### src/inc/wdt_consts.vh
// Purpose: constants for the hardware watchdog and reset unit
// Assumes: mclk at 10 MHz, crystal_tick arrives as a level from the 32.768 kHz domain
// Notes: byte addresses of the AXI4-Lite register map
`ifndef WDT_CONSTS_VH
`define WDT_CONSTS_VH
`define MCLK_HZ 10000000
`define XTAL_HZ 32768
`define WDT_LIMIT_TICKS 49152
`define RESTART_TICKS 4100
`define EMU_REFRESH_CMD 8'h14
`define SLOW_TIMEOUT_CYC 1024
`define REG_CTRL 8'h00
`define REG_STATUS 8'h04
`define REG_IRQ_STAT 8'h08
`define REG_IRQ_MASK 8'h0C
`define REG_COUNT 8'h10
`define CTRL_REFRESH_BIT 0
`define CTRL_CLR_OVF_BIT 1
`define STAT_OVF_BIT 2
`define STAT_CPU_RST_BIT 0
`define STAT_SYS_RST_BIT 1
`define STAT_XTAL_BAD_BIT 3
`define STAT_WDT_OFF_BIT 4
`define IRQ_OVF_BIT 0
`define IRQ_XTAL_BIT 1
`define IRQ_WIDTH 2
`endif

### src/rtl/hw_watchdog_reset_unit.v
// What this block does
// - overflow holds processor reset for half a tick plus the restart count
// - processor restarts after 4100 crystal ticks
// - overflow sets watchdog_overflow_flag, readable
// - overflow flag kept in battery-backed storage
// - external reset pin clears overflow flag
// - crystal stop sets flag, resets on resume
// - nothing internal can disable the watchdog
// - writing refresh bit restarts the count
// - sleep-exit low or emulator 0x14 restarts
// - hardware reset from five listed sources
// - pin or power fault halts digital logic
// - pin or power fault clears configuration
// - sense tied to supply disables watchdog
//
// Purpose: watchdog, crystal monitor and reset combiner with AXI4-Lite registers
// Assumes: crystal_tick, pins and comparator levels are asynchronous; rstn is power-on only
// Notes: overflow flag lives in the battery domain, reset only by rstn, the reset pin and the firmware clear bit
//
// The address map and the AXI4-Lite interface to the registers are this design's own decisions.
`timescale 1ns/1ns
`include "wdt_consts.vh"
module hw_watchdog_reset_unit #(
  parameter WDT_LIMIT = `WDT_LIMIT_TICKS,
  parameter RESTART_TICKS = `RESTART_TICKS,
  parameter SLOW_TIMEOUT = `SLOW_TIMEOUT_CYC
) (
  input wire mclk, // 10 MHz clock
  input wire rstn, // async reset, active low
  input wire ce, // clock enable
  input wire crystal_tick, // 32.768 kHz crystal level
  input wire external_reset_pin_n, // external reset pin, active low
  input wire emu_reset_n, // emulator reset pin, active low
  input wire power_fault_below_bias, // sense below bias_reference_level
  input wire power_fault_at_supply, // sense strapped to main_supply_rail
  input wire sleep_exit, // sleep-exit level, low restarts the count
  input wire emu_cmd_valid, // debug_emulator_port command strobe, same clock
  input wire [7:0] emu_cmd, // debug_emulator_port command code
  output reg cpu_reset, // processor reset, active high
  output reg sys_reset, // system reset, halts digital logic
  output reg config_clear, // clears configuration RAM
  output reg cpu_start, // one-cycle pulse: run from address zero
  output wire irq, // interrupt level
  input wire [7:0] s_axi_awaddr, // write address
  input wire s_axi_awvalid, // write address valid
  output wire s_axi_awready, // write address ready
  input wire [31:0] s_axi_wdata, // write data
  input wire [3:0] s_axi_wstrb, // write strobes
  input wire s_axi_wvalid, // write data valid
  output wire s_axi_wready, // write data ready
  output reg [1:0] s_axi_bresp, // write response
  output reg s_axi_bvalid, // write response valid
  input wire s_axi_bready, // write response ready
  input wire [7:0] s_axi_araddr, // read address
  input wire s_axi_arvalid, // read address valid
  output wire s_axi_arready, // read address ready
  output reg [31:0] s_axi_rdata, // read data
  output reg [1:0] s_axi_rresp, // read response
  output reg s_axi_rvalid, // read data valid
  input wire s_axi_rready // read data ready
);
  localparam ST_RUN = 3'b001;
  localparam ST_HOLD = 3'b010;
  localparam ST_WAIT = 3'b100;

  // pins pass two flops; the reset pin idles high
  wire [4:0] s_in;
  sync2 #(.W(5), .INIT(5'h18)) u_sync (
    .mclk(mclk),
    .rstn(rstn),
    .ce(ce),
    .d({emu_reset_n, external_reset_pin_n, power_fault_below_bias, power_fault_at_supply, crystal_tick}),
    .q(s_in)
  );
  wire s_tick = s_in[0];
  wire s_strap = s_in[1];
  wire s_pfail = s_in[2] & ~s_in[1];
  wire s_xrst_n = s_in[3];
  wire s_erst_n = s_in[4];

  function addr_hit;
    input [7:0] a;
    input [7:0] r;
    begin
      addr_hit = (a[7:2] == r[7:2]);
    end
  endfunction

  reg tick_d;
  wire tick_rise = s_tick & ~tick_d;
  wire halt = ~s_xrst_n | s_pfail;

  // crystal monitor: no tick edge within SLOW_TIMEOUT mclk cycles means stopped or slow
  reg [15:0] gap_cnt;
  reg xtal_bad;
  wire xtal_resume = xtal_bad & tick_rise;

  reg [15:0] wdt_cnt;
  reg [12:0] restart_cnt;
  reg [2:0] state;
  reg watchdog_overflow_flag;
  reg [`IRQ_WIDTH-1:0] irq_stat;
  reg [`IRQ_WIDTH-1:0] irq_mask;

  wire wr_go = s_axi_awvalid & s_axi_wvalid & ~s_axi_bvalid & ce;
  wire rd_go = s_axi_arvalid & ~s_axi_rvalid & ce;
  assign s_axi_awready = wr_go;
  assign s_axi_wready = wr_go;
  assign s_axi_arready = rd_go;

  wire wr_ctrl = wr_go & addr_hit(s_axi_awaddr, `REG_CTRL) & s_axi_wstrb[0];
  wire wr_istat = wr_go & addr_hit(s_axi_awaddr, `REG_IRQ_STAT) & s_axi_wstrb[0];
  wire wr_imask = wr_go & addr_hit(s_axi_awaddr, `REG_IRQ_MASK) & s_axi_wstrb[0];
  wire refresh_wr = wr_ctrl & s_axi_wdata[`CTRL_REFRESH_BIT];
  wire clr_ovf_wr = wr_ctrl & s_axi_wdata[`CTRL_CLR_OVF_BIT];
  wire emu_refresh = emu_cmd_valid & (emu_cmd == `EMU_REFRESH_CMD);
  wire wdt_enable = ~s_strap;
  wire refresh = refresh_wr | emu_refresh | ~sleep_exit;
  wire wdt_ovf = wdt_enable & (state == ST_RUN) & tick_rise
    & (wdt_cnt == WDT_LIMIT[15:0] - 16'h0001);

  always @(posedge mclk or negedge rstn) begin
    if (!rstn) begin
      tick_d <= 1'b0;
      gap_cnt <= 16'h0000;
      xtal_bad <= 1'b0;
    end else if (ce) begin
      tick_d <= s_tick;
      if (tick_rise) begin
        gap_cnt <= 16'h0000;
        xtal_bad <= 1'b0;
      end else if (gap_cnt >= SLOW_TIMEOUT[15:0] - 16'h0001) begin
        xtal_bad <= wdt_enable;
      end else begin
        gap_cnt <= gap_cnt + 16'h0001;
      end
    end
  end

  // watchdog counter on crystal ticks; no register can stop it
  always @(posedge mclk or negedge rstn) begin
    if (!rstn) begin
      wdt_cnt <= 16'h0000;
    end else if (ce) begin
      if (refresh | ~wdt_enable | wdt_ovf | halt | (state != ST_RUN)) begin
        wdt_cnt <= 16'h0000;
      end else if (tick_rise) begin
        wdt_cnt <= wdt_cnt + 16'h0001;
      end
    end
  end

  // restart sequencer: overflow holds the processor half a tick, then counts 4100 ticks
  always @(posedge mclk or negedge rstn) begin
    if (!rstn) begin
      state <= ST_RUN;
      restart_cnt <= 13'h0000;
      cpu_start <= 1'b0;
    end else if (ce) begin
      cpu_start <= 1'b0;
      case (state)
        ST_RUN: begin
          if (wdt_ovf | xtal_resume) begin
            state <= ST_HOLD;
          end
        end
        ST_HOLD: begin
          if (~s_tick) begin
            state <= ST_WAIT;
            restart_cnt <= 13'h0000;
          end
        end
        ST_WAIT: begin
          if (tick_rise) begin
            if (restart_cnt == RESTART_TICKS[12:0] - 13'h0001) begin
              state <= ST_RUN;
              cpu_start <= 1'b1;
            end else begin
              restart_cnt <= restart_cnt + 13'h0001;
            end
          end
        end
        default: state <= ST_RUN;
      endcase
    end
  end

  // battery-backed flag: only power-on reset and the reset pin clear it besides firmware
  always @(posedge mclk or negedge rstn) begin
    if (!rstn) begin
      watchdog_overflow_flag <= 1'b0;
    end else if (ce) begin
      if (wdt_ovf | (xtal_bad & ~halt)) begin
        watchdog_overflow_flag <= 1'b1;
      end else if (~s_xrst_n) begin
        watchdog_overflow_flag <= 1'b0;
      end else if (clr_ovf_wr) begin
        watchdog_overflow_flag <= 1'b0;
      end
    end
  end

  // reset outputs
  always @(posedge mclk or negedge rstn) begin
    if (!rstn) begin
      cpu_reset <= 1'b1;
      sys_reset <= 1'b1;
      config_clear <= 1'b1;
    end else if (ce) begin
      sys_reset <= halt | ~s_erst_n | xtal_bad;
      cpu_reset <= halt | ~s_erst_n | xtal_bad | (state != ST_RUN);
      config_clear <= halt;
    end
  end

  // interrupt status, set wins over write-one-to-clear
  wire [`IRQ_WIDTH-1:0] irq_set;
  assign irq_set[`IRQ_OVF_BIT] = wdt_ovf;
  // one-cycle event in the cycle the monitor first declares the crystal bad
  assign irq_set[`IRQ_XTAL_BIT] = wdt_enable & ~xtal_bad & ~tick_rise
    & (gap_cnt >= SLOW_TIMEOUT[15:0] - 16'h0001);
  genvar gi;
  generate
    for (gi = 0; gi < `IRQ_WIDTH; gi = gi + 1) begin : g_irq
      always @(posedge mclk or negedge rstn) begin
        if (!rstn) begin
          irq_stat[gi] <= 1'b0;
        end else if (ce) begin
          if (irq_set[gi]) begin
            irq_stat[gi] <= 1'b1;
          end else if (wr_istat & s_axi_wdata[gi]) begin
            irq_stat[gi] <= 1'b0;
          end
        end
      end
    end
  endgenerate
  assign irq = |(irq_stat & irq_mask);

  always @(posedge mclk or negedge rstn) begin
    if (!rstn) begin
      irq_mask <= {`IRQ_WIDTH{1'b0}};
    end else if (ce & wr_imask) begin
      irq_mask <= s_axi_wdata[`IRQ_WIDTH-1:0];
    end
  end

  // write response
  wire wr_known = addr_hit(s_axi_awaddr, `REG_CTRL) | addr_hit(s_axi_awaddr, `REG_IRQ_STAT)
    | addr_hit(s_axi_awaddr, `REG_IRQ_MASK) | addr_hit(s_axi_awaddr, `REG_STATUS)
    | addr_hit(s_axi_awaddr, `REG_COUNT);
  always @(posedge mclk or negedge rstn) begin
    if (!rstn) begin
      s_axi_bvalid <= 1'b0;
      s_axi_bresp <= 2'b00;
    end else if (ce) begin
      if (wr_go) begin
        s_axi_bvalid <= 1'b1;
        s_axi_bresp <= wr_known ? 2'b00 : 2'b10;
      end else if (s_axi_bready) begin
        s_axi_bvalid <= 1'b0;
      end
    end
  end

  // read data
  reg [31:0] rd_word;
  reg rd_known;
  always @* begin
    rd_word = 32'h00000000;
    rd_known = 1'b1;
    if (addr_hit(s_axi_araddr, `REG_STATUS)) begin
      rd_word[`STAT_CPU_RST_BIT] = cpu_reset;
      rd_word[`STAT_SYS_RST_BIT] = sys_reset;
      rd_word[`STAT_OVF_BIT] = watchdog_overflow_flag;
      rd_word[`STAT_XTAL_BAD_BIT] = xtal_bad;
      rd_word[`STAT_WDT_OFF_BIT] = ~wdt_enable;
    end else if (addr_hit(s_axi_araddr, `REG_IRQ_STAT)) begin
      rd_word[`IRQ_WIDTH-1:0] = irq_stat;
    end else if (addr_hit(s_axi_araddr, `REG_IRQ_MASK)) begin
      rd_word[`IRQ_WIDTH-1:0] = irq_mask;
    end else if (addr_hit(s_axi_araddr, `REG_COUNT)) begin
      rd_word[15:0] = wdt_cnt;
    end else if (!addr_hit(s_axi_araddr, `REG_CTRL)) begin
      rd_known = 1'b0;
    end
  end

  always @(posedge mclk or negedge rstn) begin
    if (!rstn) begin
      s_axi_rvalid <= 1'b0;
      s_axi_rdata <= 32'h00000000;
      s_axi_rresp <= 2'b00;
    end else if (ce) begin
      if (rd_go) begin
        s_axi_rvalid <= 1'b1;
        s_axi_rdata <= rd_word;
        s_axi_rresp <= rd_known ? 2'b00 : 2'b10;
      end else if (s_axi_rready) begin
        s_axi_rvalid <= 1'b0;
      end
    end
  end
endmodule // hw_watchdog_reset_unit

### src/rtl/sync2.v
// Purpose: two flip-flop synchroniser for a bus of levels
// Assumes: inputs come from another clock domain or a pin
// Notes: first stage feeds only the second stage
`timescale 1ns/1ns
module sync2 #(
  parameter W = 1,
  parameter [W-1:0] INIT = {W{1'b0}}
) (
  input wire mclk, // clock
  input wire rstn, // async reset, active low
  input wire ce, // clock enable
  input wire [W-1:0] d, // asynchronous levels
  output reg [W-1:0] q // synchronised levels
);
  reg [W-1:0] meta;
  always @(posedge mclk or negedge rstn) begin
    if (!rstn) begin
      meta <= INIT;
      q <= INIT;
    end else if (ce) begin
      meta <= d;
      q <= meta;
    end
  end
endmodule // sync2

### config.mk
export PLATFORM = sky130hd
export DESIGN_NAME = hw_watchdog_reset_unit
export DESIGN_NICKNAME = d
export VERILOG_FILES = /design/src/rtl/hw_watchdog_reset_unit.v /design/src/rtl/sync2.v
export VERILOG_INCLUDE_DIRS = /design/src /design/src/inc
export SDC_FILE = /design/constraint.sdc
export NUM_CORES = 1
export LEC_CHECK = 0
export BUFFER_PORTS_ARGS = -buffer_cell sky130_fd_sc_hd__buf_2
export CORE_UTILIZATION = 40
export CTS_CLUSTER_SIZE = 25
export DETAILED_ROUTE_END_ITERATION = 7
export GPL_TIMING_DRIVEN = 0
export PLACE_DENSITY = 0.65
export SLEW_MARGIN = 20
export SYNTH_ARGS = -nofsm -noshare
export SYNTH_HDL_FRONTEND = slang
export SYNTH_HIERARCHICAL = 1
export SYNTH_SLANG_ARGS = --single-unit
### constraint.sdc
create_clock -name mclk -period 2.1 [get_ports mclk]
set_input_delay 0.315 -clock mclk [delete_from_list [all_inputs] [get_ports mclk]]
set_output_delay 0.315 -clock mclk [all_outputs]
set_load 0.05 [all_outputs]
==> results.cfg, run 1 <==
[synth]
synth.top_cell.area_share = 0.4296
ys_seq_area_frac = 0.4741
post-synth-top-count-cell = dfrtp_1
synth_area_um2 = 4718
synth.area.top_cells = dfrtp_1 43%, nand2_1 5.1%, dfstp_2 4.5%, nand3_1 4.1%, o21ai_0 3.5%
async_flop_share = 1.000
synth_ff_type = dfrtp_1
yosys_warnings = 6
synth_common_cells = 81 x dfrtp_1, 64 x nand2_1, 39 x nand3_1
synth_cells = 502
synth_seq_cells = 89
yosysTopAreaCell = dfrtp_1
synth_edf_count = 0
syn_area_per_cell_um2 = 9.399
yosysUniqueCellTypes = 58

[worst_setup_path]
worst-path-max-fanout = 10
worstReg2RegStart = state[0]
worst_setup_path_end_kind = flip-flop
rrSetupSlack_ps = 50
reg2reg_depth = 7
cp_cell_sequence = buf_6 -> or3b_4 -> buf_6 -> a31oi_4 -> o221ai_4 -> or4_4 -> a21oi_2
worstSetupStartpointType = flip-flop
crit_type = flip-flop to flip-flop
crit_top_cell = buf_6
cp_slowest_cell = or4_4
crit_arrival_ps = 2330
critPathMaxStageDelay_ps = 500
cp_data_required_time_ps = 2370
r2r-end = restart_cnt[12]

[die]
ioPinCount = 121
die_h_um = 110.6
die_area_um2 = 12230
die_w_um = 110.6
placementRows = 39
core_um2 = 11470
start_util = 0.4115

[detailed_routing]
drc = 0
avgRoutedWirePerCell_um = 14.78
dr.pass1.iters = 4
wirelength_mm = 11.22
drt_iter0_drc = 247
vias = 4138
ant_nets = 0
viasPerCell = 5.452

[sta]
rsz0062_at_grt = yes
setup_viol = 0
finClkSkew_ps = 9.434
fmax_mhz = 487.0
slew_viol_final = 0
tns_ps = 0
tightest_slew_ps = 710.1
slew_headroom = 0.5223
final_hold_viol_count = 0
period_share = 0.9778
finalCriticalPeriod_ps = 2053
fin_ws_ps = 46.71

[power]
total_power_w = 0.004648
swShare = 0.2797
power_density_nw_per_um2 = 774.3
p_int_w = 0.003348
combPwrFrac = 0.169
leakagePower_nw = 2.742
irDropWorstVdd_mv = 0.5479
sequentialPowerShare = 0.434
p_switching_w = 0.001300
p_clk_frac = 0.397

[cts]
root_buffer = clkbuf_16
insertion_delay_ps = 340
cts_htree_levels = 3
clkTransAtPathRegs_ps = 60
cts_tree = built
cts_buffers = 9
clock_sinks = 89
cts_max_path_buffers = 2

[global_route]
antenna_found_initial = 0
overflow = 0
grtUsageTotal = 0.1885
grt_pass1_wl_mm = 18.77
gr-usage-met3 = 0.03513
grt_max_degree = 53
grt_use_met2 = 0.3180
top_usage_layer = met2
grt_pass1_vias = 3952
grt_use_met1 = 0.2417

[final_layout]
nets = 689
syn2layout_area_growth_pct = 27.23
layout.cells.non_filler = 759
drive_above_1_share = 0.2987
register_area_um2 = 2241
fill_cells = 1047
multiInputGateArea_um2 = 2425
diodes = 0
final_area_um2 = 6003

[placed_design]
globalplace.congestion = 0.8305
post_dp_cell_area_um2 = 5320
io_buffers = 65
pre_cts_ws_ps = -430.6
hpwl_mm = 7.838
dp_cells = 728

[worst_hold_path]
hold_depth = 2
holdPathEnd = u_sync/meta[4]
hp-start = emu_reset_n
hold_path.class = input pin to flip-flop

[status]
outcome = complete, no violations

[run]
drv_cap = 0
[per-layer routing]
metal / share of wire / wire length, um
met1: 0.46 / 5152
met2: 0.49 / 5445
met3: 0.038 / 426
met4: 0.017 / 194
met5: 0 / 0
[registers in the layout (all words and copies together) (netlist names), 2 cells and up]
signal / cells
s_axi_rdata: 16
state: 3
irq_mask: 2
u_sync/q: 5
wdt_cnt: 16
gap_cnt: 16
u_sync/meta: 5
restart_cnt: 13
irq_stat: 2
[metrics by stage]
step	util	hold WS, ps
after floorplan	-	19.41
after global placement	0.4610	444.8
after detailed placement	0.4639	241.8
after CTS	0.5029	198.2
after global routing	0.5235	208.5
final	0.5235	208.2
[cell type report]
| class | count | share of cell area |
|---|---|---|
| multi-input cells | 373 | 0.4039 |
| flip-flops and latches | 89 | 0.3733 |
| repair buffers | 84 | 0.08274 |
| plain buffers | 39 | 0.04356 |
| clock buffers | 10 | 0.03981 |
| well taps | 143 | 0.02980 |
| clock inverters | 6 | 0.01751 |
| inverters | 15 | 0.009379 |
[layout by cell type (no fill, tap or decap), drive strengths merged, types with 10 or more instances in the layout]
master,n
buf,110
o31ai,11
inv,15
nand2b,12
mux2,12
nor2,25
nand2,64
nor3,11
nand3,39
nor4,11
a31oi,10
dfrtp,81
o21ai,33
nor2b,13
nand4,14
conb,18
clkbuf,22
[power by group through the flow]
| stage | Clock, W | Sequential (W) | Combinational [W] |
|---|---|---|---|
| finish | 0.00185 | 0.00202 | 0.000786 |
| detailed placement | 0 | 0.00203 | 0.000739 |
| global placement | 0 | 0.00202 | 0.000720 |
| CTS | 0.00188 | 0.00200 | 0.000752 |
| floorplan | 0 | 0.00210 | 0.000432 |
| global route | 0.00193 | 0.00204 | 0.000874 |
[worst max path at each step]
stage	cells after the start	to	from
detailed placement	7	wdt_cnt[8]	state[0]
floorplan	4	s_axi_arready	s_axi_rvalid
finish	7	restart_cnt[12]	state[0]
global placement	7	wdt_cnt[11]	state[0]
CTS	8	restart_cnt[7]	state[0]
global route	8	wdt_cnt[15]	state[0]
[cells by family after synthesis]
group,after synthesis,synth area share
and+or+nand+nor,232,0.2583
AOI/OAI and AO/OA,107,0.1538
DFF,89,0.4741
buffers and inverters,57,0.06629
muxes,13,0.03872
adders and majority gates,3,0.007956
other,1,0.0007948
[critical path: cells and delay by family (launching register included)]
kind / cells / cell delay, ps
compound gates: 3 / 480
simple gates: 2 / 870
flops: 1 / 370
buf+inv: 2 / 270
[timing repair]
action,CTS,global route
setup buffers,5,11
cloned,0,1
pin swaps,2,9
gates resized for setup,14,43
hold buffers,1,0
endpoints found under the hold margin,35,0
setup endpoints to repair,32,33
Power figures use the tool's default switching activity.
==> run 2, diff against run 1 <==
CORE_ASPECT_RATIO = 0.8   (was unset)
CTS_BUF_LIST = sky130_fd_sc_hd__clkbuf_16   (was unset)
==> results.cfg, run 2 (same netlist as run 1, synthesis figures left out) <==
[detailed_routing]
wirelength_mm = 11.12
drc = 0
viasPerCell = 5.419
dr.pass1.iters = 4
avgRoutedWirePerCell_um = 14.59
ant_nets = 0
vias = 4129
drt_iter0_drc = 316

[final_layout]
syn2layout_area_growth_pct = 24.79
register_area_um2 = 2242
drive_above_1_share = 0.2720
diodes = 0
mostFrequentLayoutCell = dfrtp_1
layout_common_cells = 77 x dfrtp_1, 67 x buf_2, 64 x nand2_1
fill_cells = 1074
multiInputGateArea_um2 = 2352
reg.largest.list = gap_cnt x16, s_axi_rdata x16, wdt_cnt x16
nets = 687

[worst_setup_path]
worst-path-max-fanout = 8
worstReg2RegStart = state[0]
crit_arrival_ps = 2350
reg2reg_depth = 7
worst_setup_path_end_kind = flip-flop
worstSetupStartpointType = flip-flop
worstSetupEndpoint = restart_cnt[8]
rrSetupSlack_ps = 10
crit_type = flip-flop to flip-flop
r2r-end = restart_cnt[8]
cp_data_required_time_ps = 2370
critPathLaunch = state[0]

[die]
die_h_um = 99.14
placementRows = 35
start_util = 0.4097
die_w_um = 123.4
ioPinCount = 121
core_um2 = 11520
die_area_um2 = 12240

[cts]
clkTransAtPathRegs_ps = 60
insertion_delay_ps = 340
clock_sinks = 89
cts_tree = built
cts_htree_levels = 3
cts_max_path_buffers = 2
cts_buffers = 9
root_buffer = clkbuf_16

[placed_design]
globalplace.congestion = 0.8753
hpwl_mm = 7.761
io_buffers = 65
pre_cts_ws_ps = -523.1

[sta]
slew_viol_final = 0
period_share = 0.9947
setup_viol = 0
fmax_mhz = 478.7
final_hold_viol_count = 0
finClkSkew_ps = 5.745
finalCriticalPeriod_ps = 2089
rsz0062_at_grt = yes
slew_headroom = 0.5110
tightest_slew_ps = 726.8
tns_ps = 0
fin_ws_ps = 11.16

[worst_hold_path]
hold_path.class = input pin to flip-flop

[global_route]
antenna_found_initial = 0
grt_pass1_vias = 3738
grt_max_degree = 59
grtUsageTotal = 0.1907
grt_pass1_wl_mm = 18.08
overflow = 0

[power]
p_switching_w = 0.001262
swShare = 0.2848
p_clk_frac = 0.373
combPwrFrac = 0.174
leakagePower_nw = 2.698
irDropWorstVdd_mv = 0.4558
total_power_w = 0.004430
power_density_nw_per_um2 = 752.3
p_int_w = 0.003168
sequentialPowerShare = 0.453

[status]
outcome = complete, no violations

[run]
drv_cap = 0
==> run 2: power by group through the flow <==
stage	clock network (W)	registers [W]	logic, W
detailed placement	0	0.00202	0.000742
CTS	0.00169	0.00200	0.000757
finish	0.00165	0.00201	0.000770
floorplan	0	0.00210	0.000432
global route	0.00176	0.00203	0.000843
global placement	0	0.00202	0.000718
==> run 2: cell type report <==
cell class / count / area share
multi-input cells: 373 / 0.3995
repair buffers: 82 / 0.08139
plain buffers: 39 / 0.04505
clock inverters: 7 / 0.01360
flip-flops and latches: 89 / 0.3808
well taps: 148 / 0.03145
clock buffers: 9 / 0.03825
inverters: 15 / 0.009987
==> run 2: worst max-delay path, stage by stage, from the launching register on <==
cell      delay [ps]
dfstp_2          370
buf_6            110
or3b_1           390
buf_6            160
a31oi_4          160
o221ai_2         160
or4_1            490
a21oi_1          170
==> run 2: stage by stage <==
step                cells  instance area, um^2    util  hold WS, ps
CTS                   752                 5741  0.4984        191.1
finish                762                 5888  0.5112        204.5
global route          762                 5888  0.5112        199.6
global placement      732                 5293  0.4595        446.5
floorplan             519                 4782       -        19.41
detailed placement    733                 5323  0.4621        283.0
==> run 2: routing by layer <==
layer  GRT usage  vias to the layer above  routed length [um]
li1            -                     2009                   -
met1      0.2687                     1977                5377
met2      0.2815                      128                4992
met3     0.05046                       15                 564
met4     0.06858                        0                 181
met5           0                        -                   0
==> run 2: how the worst min path moves through the flow <==
stage	start	depth (start not counted)	slack, ps	end
detailed placement	rstn	1	280	s_axi_rdata[5]
global route	power_fault_at_supply	2	200	u_sync/meta[1]
floorplan	rstn	0	20	cpu_start
CTS	power_fault_at_supply	2	190	u_sync/meta[1]
global placement	s_axi_rdata[9]	2	450	s_axi_rdata[9]
finish	power_fault_below_bias	2	200	u_sync/meta[2]
==> run 2: what timing repair did <==
action	in CTS	in global routing
endpoints found under the setup margin	32	34
buffers inserted	4	9
endpoints found under the hold margin	31	0
hold buffers	1	0
pin swaps	1	9
gates resized for setup	19	24
cloned	0	2
==> run 3, diff against run 2 <==
BUFFER_PORTS_ARGS = -buffer_cell sky130_fd_sc_hd__buf_4   (was -buffer_cell sky130_fd_sc_hd__buf_2)
==> results.cfg, run 3 (same netlist as run 1, synthesis figures left out) <==
[cts]
clkTransAtPathRegs_ps = 60
cts_max_path_buffers = 2
cts_tree = built
cts_hold_buf = 0
cts_buffers = 9
insertion_delay_ps = 340
clock_sinks = 89
root_buffer = clkbuf_16
cts_htree_levels = 3

[die]
start_util = 0.4097
die_h_um = 99.14
die_w_um = 123.4
die_area_um2 = 12240
placementRows = 35
core_um2 = 11520
ioPinCount = 121

[status]
outcome = complete, no violations

[sta]
fin_ws_ps = 14.02
final_hold_viol_count = 0
period_share = 0.9933
tightest_slew_ps = 821.7
slew_viol_final = 0
slew_headroom = 0.4522
tns_ps = 0
setup_viol = 0
finClkSkew_ps = 5.740
fmax_mhz = 479.4
rsz0062_at_grt = yes
finalCriticalPeriod_ps = 2086

[global_route]
grt_max_degree = 90
overflow = 0
grt_pass1_vias = 3947
grtUsageTotal = 0.2003
antenna_found_initial = 0
grt_pass1_wl_mm = 19.27

[final_layout]
syn2layout_area_growth_pct = 29.89
nets = 689
final_area_um2 = 6128
reg.largest.list = gap_cnt x16, s_axi_rdata x16, wdt_cnt x16
diodes = 0
layout_common_cells = 100 x buf_4, 76 x dfrtp_1, 64 x nand2_1
mostFrequentLayoutCell = buf_4
post-route-util = 0.5321
fill_cells = 1025
drive_above_1_share = 0.2922

[worst_setup_path]
crit_top_cell = buf_6
crit_type = flip-flop to flip-flop
worst-path-max-fanout = 6
cp_data_required_time_ps = 2370
critPathMaxStageDelay_ps = 440
worstReg2RegStart = state[1]
reg2reg_depth = 8
worstSetupStartpointType = flip-flop
worst_setup_path_end_kind = flip-flop
r2r-end = restart_cnt[11]
rrSetupSlack_ps = 10
crit_arrival_ps = 2350
cp_slowest_cell = dfrtp_2
cp_cell_sequence = or3b_4 -> buf_6 -> a31oi_4 -> o221ai_4 -> buf_6 -> buf_6 -> or3_4 -> a21oi_2

[detailed_routing]
dr.pass1.iters = 5
drc = 0
dr.max_layer_used = met4
wl_met3_um = 468
wl_met2_mm = 5.608
drt-met1-wl_mm = 5.464
vias = 4178
wirelength_mm = 11.76
avgRoutedWirePerCell_um = 15.39
viasPerCell = 5.469
ant_nets = 0
drt_iter0_drc = 259

[run]
drv_cap = 0

[placed_design]
hpwl_mm = 8.079
pre_cts_ws_ps = -496.6
io_buffers = 65
post_dp_cell_area_um2 = 5455
globalplace.congestion = 0.8948

[power]
leakagePower_nw = 2.768
irDropWorstVdd_mv = 0.4605
power_density_nw_per_um2 = 718.7

[worst_hold_path]
hold_path.class = input pin to asynchronous set/reset pin
run 3: cell types whose count changed in the layout (fill, tap and decap cells not counted), sizes merged:
cell,before,now
buf,108,112
inv,19,16
clkinv,1,3
clkinvlp,0,2
bufinv,2,1
clkbuf,21,20
dlygate4sd3,1,0
run 3: metal layers:
metal,vias to the layer above,GRT usage
met1,2033,0.2775
met5,-,0
met3,20,0.04014
met2,116,0.3150
met4,0,0.06209
li1,2009,-
run 3: layout make-up:
| type | instances | area (um^2) | area share |
|---|---|---|---|
| clock buffer | 9 | 225.2 | 0.03675 |
| inverter | 15 | 58.81 | 0.009596 |
| clock inverter | 7 | 62.56 | 0.01021 |
| timing repair buffer | 86 | 686.9 | 0.1121 |
| multi-input combinational | 373 | 2409 | 0.3930 |
| sequential | 89 | 2243 | 0.3661 |
| tap | 148 | 185.2 | 0.03022 |
| buffer | 37 | 257.7 | 0.04206 |
run 3: worst max path at each step:
stage | startpoint | to | slack, ps | depth (start not counted)
floorplan | s_axi_rvalid | s_axi_arready | 7 | 4
global placement | state[0] | wdt_cnt[11] | -500 | 7
detailed placement | state[0] | wdt_cnt[11] | -500 | 7
CTS | state[0] | restart_cnt[5] | -0.7 | 9
global route | state[1] | restart_cnt[4] | -60 | 8
finish | state[1] | restart_cnt[11] | 10 | 8
run 3: critical path, delay by kind of cell (launching register included):
kind,cells,cell delay [ps]
and+or+nand+nor,2,710
buffers and inverters,3,410
DFF,1,440
AOI/OAI and AO/OA,3,460
run 3: through the flow:
step                power (W)  instances  hold slack [ps]
floorplan            0.002535        519            19.41
global placement     0.002782        732            454.2
detailed placement   0.002810        732            458.2
CTS                  0.004405        753            195.9
global route         0.004608        764            100.2
finish               0.004405        764            13.79
run 3: repair_timing:
action,CTS,global route
setup endpoints to repair,32,42
buffers inserted,6,14
gates cloned,0,1
resized for setup,17,43
pin swaps,3,8
run 3: power by group:
group | total (W) | switching, W | internal [W] | leakage, nW
Clock | 0.00157 | 0.000664 | 0.000909 | 0.140
Sequential | 0.00201 | 0.000154 | 0.00186 | 1.17
Combinational | 0.000819 | 0.000492 | 0.000327 | 1.46
